==> src/rtl/embi_consts.svh <==
`ifndef EMBI_CONSTS_SVH
`define EMBI_CONSTS_SVH
// Bus and field widths, data zone count
`define EMBI_ADDR_W      14
`define EMBI_DATA_W      24
`define EMBI_WORD_W      16
`define EMBI_PX_W        8
`define EMBI_WAIT_W      3
`define EMBI_ZONES_MAX   5
// Wait-state count loaded on reset
`define EMBI_WAIT_RESET  3'h7
// Variant codes
`define EMBI_VAR_12K     0
`define EMBI_VAR_8K      1
`define EMBI_VAR_4K      2
// Program memory map boundaries
`define EMBI_PM_LOW_EXT_END  14'h0800
`define EMBI_PM_ROM4K_END    14'h1000
`define EMBI_PM_ROM8K_END    14'h2000
`define EMBI_PM_RAM_BASE     14'h3000
`define EMBI_PM_HIGH_BASE    14'h3800
// Data memory map boundaries
`define EMBI_DM_RAM4K_BASE   14'h2000
`define EMBI_DM_RAM512_BASE  14'h3800
// External data zone boundaries
`define EMBI_DZ1_BASE        14'h0800
`define EMBI_DZ2_BASE        14'h1000
`define EMBI_DZ3_BASE        14'h2000
`define EMBI_DZ4_BASE        14'h3000
`endif

==> src/rtl/embi_pkg.sv <==
`include "embi_consts.svh"
package embi_pkg;
  // Sequencer of the external bus
  typedef enum logic [1:0] {
    EMBI_IDLE   = 2'b00,
    EMBI_ACCESS = 2'b01,
    EMBI_GRANT  = 2'b10
  } embi_state_t;
  // One access request from the core
  typedef struct packed {
    logic                      valid;  // Request present
    logic                      prog;   // Program space, else data space
    logic                      fetch;  // Full 24-bit instruction fetch
    logic                      write;  // Write, else read
    logic [`EMBI_ADDR_W-1:0]   addr;   // Word address
    logic [`EMBI_WORD_W-1:0]   wdata;  // 16-bit register value
  } embi_req_t;
  // Wait-state configuration load from the core
  typedef struct packed {
    logic                      pm_set;  // Load program wait count
    logic                      dm_set;  // Load one data zone count
    logic [2:0]                zone;    // Zone index for dm_set
    logic [`EMBI_WAIT_W-1:0]   value;   // New count
  } embi_wcfg_t;
  // Whole state of the interface
  typedef struct packed {
    embi_state_t                                st;
    logic [`EMBI_WAIT_W-1:0]                    cnt;
    logic [`EMBI_ADDR_W-1:0]                    addr;
    logic [`EMBI_DATA_W-1:0]                    wdata;
    logic [`EMBI_DATA_W-1:0]                    rdata;
    logic                                       prog;
    logic                                       fetch;
    logic                                       write;
    logic                                       pms_n;
    logic                                       dms_n;
    logic                                       rd_n;
    logic                                       wr_n;
    logic                                       done;
    logic                                       internal;
    logic [`EMBI_PX_W-1:0]                      px;
    logic [`EMBI_WAIT_W-1:0]                    pm_wait;
    logic [`EMBI_ZONES_MAX-1:0][`EMBI_WAIT_W-1:0] dm_wait;
  } embi_regs_t;
endpackage

==> src/rtl/embi_top.sv <==
`include "embi_consts.svh"
`timescale 1ns/1ps
`default_nettype none
module embi_top #(
  parameter int VARIANT = `EMBI_VAR_12K
) (
  input  wire logic                     clk,
  input  wire logic                     rst,
  input  wire logic                     map_select,
  input  wire logic                     go_mode,
  input  wire logic                     bus_request_n,
  input  wire embi_pkg::embi_req_t      acc_req,
  output logic                          acc_ready,
  output logic                          core_halt,
  output logic                          acc_done,
  output logic                          acc_internal,
  output logic [`EMBI_DATA_W-1:0]       acc_rdata,
  output logic [`EMBI_WORD_W-1:0]       acc_rdata_word,
  input  wire embi_pkg::embi_wcfg_t     wait_cfg,
  input  wire logic                     px_load,
  input  wire logic [`EMBI_PX_W-1:0]    px_wdata,
  output logic [`EMBI_PX_W-1:0]         prog_extension_reg,
  output logic [`EMBI_ADDR_W-1:0]       addr_out,
  output logic                          addr_oe_n,
  input  wire logic [`EMBI_DATA_W-1:0]  data_in,
  output logic [`EMBI_DATA_W-1:0]       data_out,
  output logic                          data_oe_n,
  output logic                          prog_mem_select_n,
  output logic                          data_mem_select_n,
  output logic                          boot_mem_select_n,
  output logic                          rd_n,
  output logic                          wr_n,
  output logic                          ctrl_oe_n,
  output logic                          bus_grant_n
);

  // Zones actually decoded by this variant
  localparam int ZONES = (VARIANT == `EMBI_VAR_12K) ? 3 : 5;

  // Refuse variant codes the decoders do not know
  generate
    if (VARIANT < `EMBI_VAR_12K || VARIANT > `EMBI_VAR_4K) begin : g_bad_variant
      $error("embi_top: VARIANT must be 0, 1 or 2");
    end
  endgenerate

  embi_pkg::embi_regs_t s;       // Registered state
  embi_pkg::embi_regs_t next_s;  // Next state
  logic                 req_ext; // Current request leaves the chip
  logic [2:0]           req_zone;

  // Program address goes off-chip for this variant and map
  function automatic logic prog_is_ext(input logic [`EMBI_ADDR_W-1:0] a,
                                       input logic                    mm);
    logic r;
    r = 1'b0;
    case (VARIANT)
      `EMBI_VAR_12K: begin
        if (!mm) begin
          r = (a >= `EMBI_PM_HIGH_BASE);
        end else begin
          r = (a < `EMBI_PM_LOW_EXT_END);
        end
      end
      `EMBI_VAR_8K: begin
        if (!mm) begin
          r = (a >= `EMBI_PM_ROM8K_END);
        end else begin
          // High map: low 2K and the middle block above the ROM
          r = (a < `EMBI_PM_LOW_EXT_END) ||
              (a >= `EMBI_PM_ROM8K_END && a < `EMBI_PM_HIGH_BASE);
        end
      end
      default: begin
        if (!mm) begin
          r = (a >= `EMBI_PM_ROM4K_END);
        end else begin
          r = (a < `EMBI_PM_LOW_EXT_END) ||
              (a >= `EMBI_PM_ROM4K_END && a < `EMBI_PM_HIGH_BASE);
        end
      end
    endcase
    return r;
  endfunction

  // Data address goes off-chip; on-chip RAM and control space stay in
  function automatic logic data_is_ext(input logic [`EMBI_ADDR_W-1:0] a);
    logic r;
    r = 1'b0;
    if (VARIANT == `EMBI_VAR_12K) begin
      r = (a < `EMBI_DM_RAM4K_BASE);
    end else begin
      r = (a < `EMBI_DM_RAM512_BASE);
    end
    return r;
  endfunction

  // Wait-state zone of an external data address
  function automatic logic [2:0] data_zone(input logic [`EMBI_ADDR_W-1:0] a);
    logic [2:0] z;
    z = 3'h0;
    if (a >= `EMBI_DZ4_BASE) begin
      z = 3'h4;
    end else if (a >= `EMBI_DZ3_BASE) begin
      z = 3'h3;
    end else if (a >= `EMBI_DZ2_BASE) begin
      z = 3'h2;
    end else if (a >= `EMBI_DZ1_BASE) begin
      z = 3'h1;
    end
    return z;
  endfunction

  // Decode of the request now on the core port
  always_comb begin
    req_ext  = acc_req.prog ? prog_is_ext(acc_req.addr, map_select)
                            : data_is_ext(acc_req.addr);
    req_zone = data_zone(acc_req.addr);
  end

  // Ready: idle with no bus request, or granted in continue mode
  // for an access that stays on-chip
  always_comb begin
    acc_ready = ((s.st == embi_pkg::EMBI_IDLE) && bus_request_n) ||
                ((s.st == embi_pkg::EMBI_GRANT) && go_mode && !req_ext);
    core_halt = acc_req.valid && !acc_ready;
  end

  // Next-state logic
  always_comb begin
    next_s      = s;
    next_s.done = 1'b0;

    // Wait-state configuration; out-of-range zones are ignored
    if (wait_cfg.pm_set) begin
      next_s.pm_wait = wait_cfg.value;
    end
    if (wait_cfg.dm_set && (int'(wait_cfg.zone) < ZONES)) begin
      next_s.dm_wait[wait_cfg.zone] = wait_cfg.value;
    end
    // Direct extension register load from the core
    if (px_load) begin
      next_s.px = px_wdata;
    end

    case (s.st)
      embi_pkg::EMBI_IDLE: begin
        if (!bus_request_n) begin
          // Grant beats a new access; outputs float next cycle
          next_s.st = embi_pkg::EMBI_GRANT;
        end else if (acc_req.valid) begin
          if (req_ext) begin
            next_s.st    = embi_pkg::EMBI_ACCESS;
            next_s.addr  = acc_req.addr;
            next_s.prog  = acc_req.prog;
            next_s.fetch = acc_req.fetch;
            next_s.write = acc_req.write;
            // Program words get the extension byte low,
            // data words sit on the upper lines
            next_s.wdata = acc_req.prog ? {acc_req.wdata, s.px}
                                        : {acc_req.wdata, 8'h00};
            next_s.cnt   = acc_req.prog ? s.pm_wait : s.dm_wait[req_zone];
            next_s.pms_n = !acc_req.prog;
            next_s.dms_n = acc_req.prog;
            next_s.rd_n  = acc_req.write;
            next_s.wr_n  = !acc_req.write;
          end else begin
            // On-chip target: answered at once, pins untouched
            next_s.done     = 1'b1;
            next_s.internal = 1'b1;
          end
        end
      end
      embi_pkg::EMBI_ACCESS: begin
        if (s.cnt != 3'h0) begin
          // Strobe, select and address hold through each wait
          next_s.cnt = s.cnt - 3'h1;
        end else begin
          next_s.pms_n    = 1'b1;
          next_s.dms_n    = 1'b1;
          next_s.rd_n     = 1'b1;
          next_s.wr_n     = 1'b1;
          next_s.done     = 1'b1;
          next_s.internal = 1'b0;
          if (!s.write) begin
            next_s.rdata = data_in;
            if (s.prog && !s.fetch) begin
              next_s.px = data_in[`EMBI_PX_W-1:0];
            end
          end
          // A pending request is granted only after completion
          next_s.st = bus_request_n ? embi_pkg::EMBI_IDLE
                                    : embi_pkg::EMBI_GRANT;
        end
      end
      embi_pkg::EMBI_GRANT: begin
        if (bus_request_n) begin
          // Master let go: drive again and resume
          next_s.st = embi_pkg::EMBI_IDLE;
        end else if (acc_req.valid && go_mode && !req_ext) begin
          next_s.done     = 1'b1;
          next_s.internal = 1'b1;
        end
      end
      default: begin
        next_s.st = embi_pkg::EMBI_IDLE;
      end
    endcase

    // Reset defaults; a request held during reset is still granted
    if (rst) begin
      next_s.st       = bus_request_n ? embi_pkg::EMBI_IDLE
                                      : embi_pkg::EMBI_GRANT;
      next_s.cnt      = 3'h0;
      next_s.addr     = 14'h0000;
      next_s.wdata    = 24'h00_0000;
      next_s.rdata    = 24'h00_0000;
      next_s.prog     = 1'b0;
      next_s.fetch    = 1'b0;
      next_s.write    = 1'b0;
      next_s.pms_n    = 1'b1;
      next_s.dms_n    = 1'b1;
      next_s.rd_n     = 1'b1;
      next_s.wr_n     = 1'b1;
      next_s.done     = 1'b0;
      next_s.internal = 1'b0;
      next_s.px       = 8'h00;
      next_s.pm_wait  = `EMBI_WAIT_RESET;
      for (int i = 0; i < `EMBI_ZONES_MAX; i++) begin
        next_s.dm_wait[i] = `EMBI_WAIT_RESET;
      end
    end
  end

  // Single state register
  always_ff @(posedge clk) begin
    s <= next_s;
  end

  // Pin and core outputs, all from the state register but the tied-off boot select
  always_comb begin
    acc_done           = s.done;
    acc_internal       = s.internal;
    acc_rdata          = s.rdata;
    acc_rdata_word     = s.rdata[`EMBI_DATA_W-1:`EMBI_PX_W];
    prog_extension_reg = s.px;
    addr_out           = s.addr;
    data_out           = s.wdata;
    prog_mem_select_n  = s.pms_n;
    data_mem_select_n  = s.dms_n;
    boot_mem_select_n  = 1'b1;  // No boot memory on this part
    rd_n               = s.rd_n;
    wr_n               = s.wr_n;
    // Address and control drivers float only while granted
    addr_oe_n          = (s.st == embi_pkg::EMBI_GRANT);
    ctrl_oe_n          = (s.st == embi_pkg::EMBI_GRANT);
    bus_grant_n        = (s.st != embi_pkg::EMBI_GRANT);
    // Data lines driven only during an external write
    data_oe_n          = !((s.st == embi_pkg::EMBI_ACCESS) && s.write);
  end

endmodule
`default_nettype wire

==> config.mk <==
export PLATFORM = sky130hd
export DESIGN_NAME = embi_top
export DESIGN_NICKNAME = d
export VERILOG_FILES = /design/src/rtl/embi_pkg.sv /design/src/rtl/embi_top.sv
export VERILOG_INCLUDE_DIRS = /design/src /design/src/rtl
export SDC_FILE = /design/constraint.sdc
export NUM_CORES = 1
export LEC_CHECK = 0
export BUFFER_PORTS_ARGS = -buffer_cell sky130_fd_sc_hd__buf_4
export CORE_MARGIN = 1
export CORE_UTILIZATION = 44
export CTS_BUF_LIST = sky130_fd_sc_hd__clkbuf_4 sky130_fd_sc_hd__clkbuf_8 sky130_fd_sc_hd__clkbuf_16
export DETAILED_ROUTE_END_ITERATION = 8
export GPL_TIMING_DRIVEN = 0
export PLACE_DENSITY = 0.76
export SYNTH_ARGS = -nofsm -noshare
export SYNTH_HDL_FRONTEND = slang
export SYNTH_SLANG_ARGS = --single-unit
==> constraint.sdc <==
create_clock -name clk -period 1.5 [get_ports clk]
set_input_delay 0.075 -clock clk [delete_from_list [all_inputs] [get_ports clk]]
set_output_delay 0.075 -clock clk [all_outputs]
set_load 0.1 [all_outputs]
* Yosys cells after proc, flatten, opt, wreduce, memory -nomap -nowiden *
Cells that the tools add are included.

word-level totals
  register bits = 102
  input port bits = 80

operators by class
  $add $sub $neg = 1
  magnitude comparators = 11
  equality and inequality tests = 15
  multiplexer cells = 44
  bitwise logic cells = 2
  reduce and logical (&&, ||, !) cells = 27

operators with widths
  kind                                                                                   number
  102-bit two-way mux                                                                    1
  43-bit two-way mux                                                                     2
  24-bit two-way mux                                                                     3
  14-bit greater-or-equal comparator, second input constant                              3
  41-bit two-way mux                                                                     1
  8-bit two-way mux                                                                      5
  38-bit two-way mux                                                                     1
  3-bit two-way mux                                                                      7
  2-bit two-way mux                                                                      9
  9-bit two-way mux                                                                      2
  2-bit inequality test, second input constant                                           8
  15-bit bitwise mux                                                                     1
  15-bit two-way mux                                                                     1
  14-bit by 12-bit greater-or-equal comparator with 1-bit output, second input constant  1
  14-bit by 13-bit greater-or-equal comparator with 1-bit output, second input constant  1
  14-bit by 12-bit less-than comparator with 1-bit output, second input constant         1
  14-bit less-than comparator, second input constant                                     1
  14-bit two-way mux                                                                     1
  2-bit case mux with 3 select lines                                                     2
  1-bit logical AND                                                                      10
  5-bit AND reduction                                                                    2
  3-bit binary-select mux with 3-bit select                                              1
  3-bit demux with 3-bit select                                                          1
  3-bit by 4-bit less-than comparator with 1-bit output, second input constant           2
  21 further kinds                                                                       33

* Depth between registers and ports, before layout *
  depth in word-level cells = 13
  gate-level depth with buffers = 8
  gate-level depth less buffers = 6

* Worst setup path after synthesis *
OpenSTA, ideal clock, no wires.

  path type = flip-flop to output port
  from = register s[100] in the netlist's numbering
  to = output ctrl_oe_n
  arrival time = 2.480 ns
  required time = 1.425 ns
  setup slack = -1.055 ns
  cell stages (with the launch flop) = 5
  path buffers = 2
  cell sequence = edfxtp_1 > buf_2 > nand2b_1 > inv_1 > buf_4

between the ends
  longest elaborated chain between the ends = 1

RTL lines
  element                   line             source
  start: declaration        embi_top.sv:47   embi_pkg::embi_regs_t s;
  start signal: assignment  embi_top.sv:237  s <= next_s;
  2-bit == test             --
  end: declaration          embi_top.sv:33   output logic ctrl_oe_n,

Every way passes these cells.

* Worst setup path in the final report *
  from = register s[97] in the netlist's numbering
  to = register s, in the netlist prog_extension_reg[6]

between the ends
  longest elaborated chain between the ends = 3

RTL lines
  element             line             source
  3-bit nonzero test  embi_top.sv:175  if (s.cnt != 3'h0) begin
  14-bit two-way mux  embi_top.sv:175
  8-bit two-way mux   embi_top.sv:146  case (s.st)

Every way passes these cells. The select of a mux whose other input is x is not followed.
A chain may end at the register's enable or synchronous reset.

==> results_dict.tcl <==
set metrics [dict create \
    synthCells 552 \
    hold_violations 0 \
    drv_cap 0 \
    drt_first_pass_iters 5 \
    crit_arrival_ns 1.94 \
    io_pins 179 \
    crit_path_end_kind "flip-flop" \
    grt_pass1_vias 4738 \
    dieArea_um2 11000 \
    grt_overflow 0 \
    r2r-start "s[97]" \
    violations "setup timing" \
    clk_latency_ns 0.36 \
    min_path_cells 3 \
    slew_headroom 0.401 \
    grt_setup_unrepaired "true" \
    die_w_um 105 \
    ctsRootBufferMaster "clkbuf_8" \
    floorplan.initialDensity 0.453 \
    syn-cell-area_um2 4670 \
    area_growth_pct 75.7 \
    startpoint_type "flip-flop" \
    hpwlAfterDp_um 9630 \
    finalCriticalPeriod_ns 1.72 \
    synth_top_cell_area_share 0.403 \
    layout_setup_ws_ns -0.222 \
    rows 37 \
    cts-htree-levels 3 \
    setup_viol 76 \
    instances_no_fill 963 \
    hold_path_class "in -> reg" \
    power_density_nw_per_um2 840 \
    grt_use_total 0.259 \
    gp_routability_congestion 0.854 \
    synthArstFlopShare 0 \
    synth-edff-count 2 \
    syn_nets 634 \
    max_freq_ghz 0.581 \
    synth_flop_cell "dfxtp_1" \
    yosysWarnings 0 \
    path_class "reg -> reg" \
    cp_max_fo 8 \
    crit_required_ns 1.72 \
    drc_errors 0 \
    wl_um 16700 \
    critical_path.max_stage_delay_ns 0.34 \
    slew_viol_final 0 \
    clock_skew_ns 0.0180 \
    wire_per_inst_um 17.3 \
    cts.path.max_buffers 2 \
    drt_iter0_markers 238 \
    synthDistinctLibCells 46 \
    layout-drive-gt1-share 0.571 \
    ir_drop_mv 0.709 \
    critPathBufInv 3 \
    rr_worst_depth 8 \
    whs_ns 0.0207 \
    portBuffers 174 \
    ys_seq_elements 96 \
    viasPerCell 5.23 \
    critPathTopFamily "simple AND/OR/NAND/NOR gates" \
    grt_pass1_wl_um 23000 \
    crit_chain "inv_2, ha_1, and4bb_4, nand4bb_1, clkbuf_8, clkbuf_16, nor2_4, a211oi_2" \
    antenna_cells 0 \
    cts.sinks 96 \
    yosysSeqAreaShare 0.416 \
    hold_path.startpoint "acc_req[28]" \
    antenna_found_initial 0 \
    outcome "finished with violations" \
    grt_start_max_net_pins 16 \
    worstMarginPinSlew_ns 0.899 \
    p_leak_nw 3.54 \
    synth.area.top_cells "dfxtp_1 40%, buf_4 14%, a21oi_1 7.5%, nand2_1 5.5%, mux2i_1 4.7%" \
    worstReg2RegEnd "prog_extension_reg[6]" \
    clk_pin_slew_ns 0.10 \
    cts_buffers 9 \
    cp_slowest_cell "dfxtp_1" \
    fp.dieH_um 105 \
    nets 904 \
    synth_area_leader_cell "dfxtp_1" \
    core_um2 10300 \
    final_util 0.795 \
    ant_nets 0 \
    period_share 1.15 \
    cts_tree "yes" \
    vias 5035 \
    synth_area_per_cell_um2 8.46 \
    min_to "addr_out[12]" \
    dp.cells 862 \
    regToRegSetupSlack_ns -0.22 \
]
## synth_stat cells, types with 2 or more instances
| library cell | n |
|---|---|
| nand2b_1 | 5 |
| a31oi_1 | 2 |
| clkbuf_1 | 18 |
| buf_1 | 5 |
| o21ai_1 | 7 |
| buf_4 | 90 |
| buf_6 | 6 |
| nand2_1 | 69 |
| nor2_1 | 14 |
| dfxtp_1 | 94 |
| nand3_1 | 33 |
| inv_1 | 5 |
| a21oi_1 | 70 |
| buf_2 | 10 |
| and3_1 | 3 |
| ha_1 | 2 |
| nor2b_1 | 5 |
| nand4_1 | 8 |
| o21ai_0 | 41 |
| a311oi_1 | 2 |
| edfxtp_1 | 2 |
| a211oi_1 | 13 |
| mux2i_1 | 22 |
| and2_1 | 2 |
| nor3b_1 | 3 |
## where the power goes
| part | internal, mW | switching [mW] | leakage [nW] |
|---|---|---|---|
| Sequential | 2.65 | 0.0668 | 0.785 |
| Combinational | 0.910 | 1.54 | 2.65 |
| Clock | 0.811 | 0.914 | 0.104 |
| Total | 4.37 | 2.52 | 3.54 |
## worst register-to-register path: stages (launching register included)
cell	delay (ns)
dfxtp_1	0.34
inv_2	0.08
ha_1	0.19
and4bb_4	0.33
nand4bb_1	0.15
clkbuf_8	0.20
clkbuf_16	0.17
nor2_4	0.09
a211oi_2	0.05
## routing by layer
| layer | vias to the layer above | GRT usage | routed length (um) | share of wire |
|---|---|---|---|---|
| li1 | 2357 | - | - | - |
| met1 | 2417 | 0.297 | 6650 | 0.40 |
| met2 | 222 | 0.478 | 8600 | 0.52 |
| met3 | 39 | 0.0512 | 968 | 0.058 |
| met4 | 0 | 0.0865 | 452 | 0.027 |
| met5 | - | 0 | 0 | 0 |
## what timing repair did
item                                   CTS  global route
setup buffers                            8            11
gates resized for setup                 63           174
hold buffers                            59             0
setup endpoints to repair               85            86
gates cloned                             1             7
endpoints found under the hold margin   68             0
pin swaps                                8           101
## cells by family after synthesis
logic type | after synthesis | synth area share
other | 1 | 0.000803
multiplexers | 24 | 0.0528
buffers and inverters | 135 | 0.193
AO/OA/AOI/OAI | 146 | 0.178
flip-flops | 96 | 0.416
adder cells (fa/ha/maj) | 2 | 0.00536
AND/OR/NAND/NOR | 148 | 0.154
## cell usage in the layout (no fill, tap or decap), types with 3 or more instances in the layout
| cell type | Yosys | final |
|---|---|---|
| clkbuf_2 | 1 | 3 |
| mux2i_1 | 22 | 22 |
| nand2_2 | 0 | 6 |
| a211oi_2 | 0 | 11 |
| o21ai_1 | 7 | 14 |
| a21oi_1 | 70 | 26 |
| o21ai_0 | 41 | 31 |
| buf_8 | 0 | 5 |
| inv_1 | 5 | 3 |
| nand3_4 | 0 | 12 |
| nand2_1 | 69 | 50 |
| buf_4 | 90 | 270 |
| clkbuf_4 | 0 | 5 |
| clkbuf_1 | 18 | 10 |
| nand3_1 | 33 | 4 |
| a21oi_2 | 0 | 44 |
| buf_6 | 6 | 21 |
| buf_12 | 0 | 8 |
| nor2_4 | 0 | 4 |
| o21ai_2 | 0 | 3 |
| clkbuf_16 | 0 | 6 |
| nand3_2 | 0 | 17 |
| dfxtp_1 | 94 | 94 |
| dlygate4sd3_1 | 0 | 59 |
| clkbuf_8 | 0 | 10 |
| nand2_4 | 0 | 13 |
| nor2_1 | 14 | 9 |
| nand2b_4 | 0 | 3 |
| nor2b_4 | 0 | 4 |
| nand4_1 | 8 | 8 |
| nor3b_1 | 3 | 3 |
## worst max path at each step
| stage | start | to | slack, ns | cells past startpoint |
|---|---|---|---|---|
| 2_1_floorplan | s[100] | ctrl_oe_n | -0.24 | 4 |
| 3_5_place_dp | acc_req[27] | core_halt | -0.32 | 6 |
| 3_3_place_gp | acc_req[27] | core_halt | -0.30 | 6 |
| 6_report | s[97] | prog_extension_reg[6] | -0.22 | 8 |
| 4_1_cts | s[101] | prog_extension_reg[1] | -0.19 | 6 |
| 5_1_grt | s[97] | prog_extension_reg[6] | -0.27 | 8 |
## per-stage QoR
stage                     setup TNS [ns]  power, mW  worst slack [ns]  area, um^2
final                              -7.98       6.89            -0.222        8210
after global routing              -13.34       7.11            -0.268        8210
after CTS                          -5.10       6.58            -0.191        7290
after detailed placement          -18.86       4.63            -0.324        6230
after global placement            -16.17       4.60            -0.302        6230
after floorplan                   -0.589       4.15            -0.241        4750
## final cells by class
| type | count | area (um^2) |
|---|---|---|
| Timing Repair Buffer | 260 | 2290 |
| Multi-Input combinational cell | 321 | 2540 |
| Clock inverter | 5 | 57.6 |
| Inverter | 5 | 22.5 |
| Fill cell | 608 | 2110 |
| Tap cell | 136 | 170 |
| Buffer | 129 | 1050 |
| Sequential cell | 96 | 1940 |
| Clock buffer | 11 | 139 |
No activity file was read; power rests on OpenSTA's default activity.
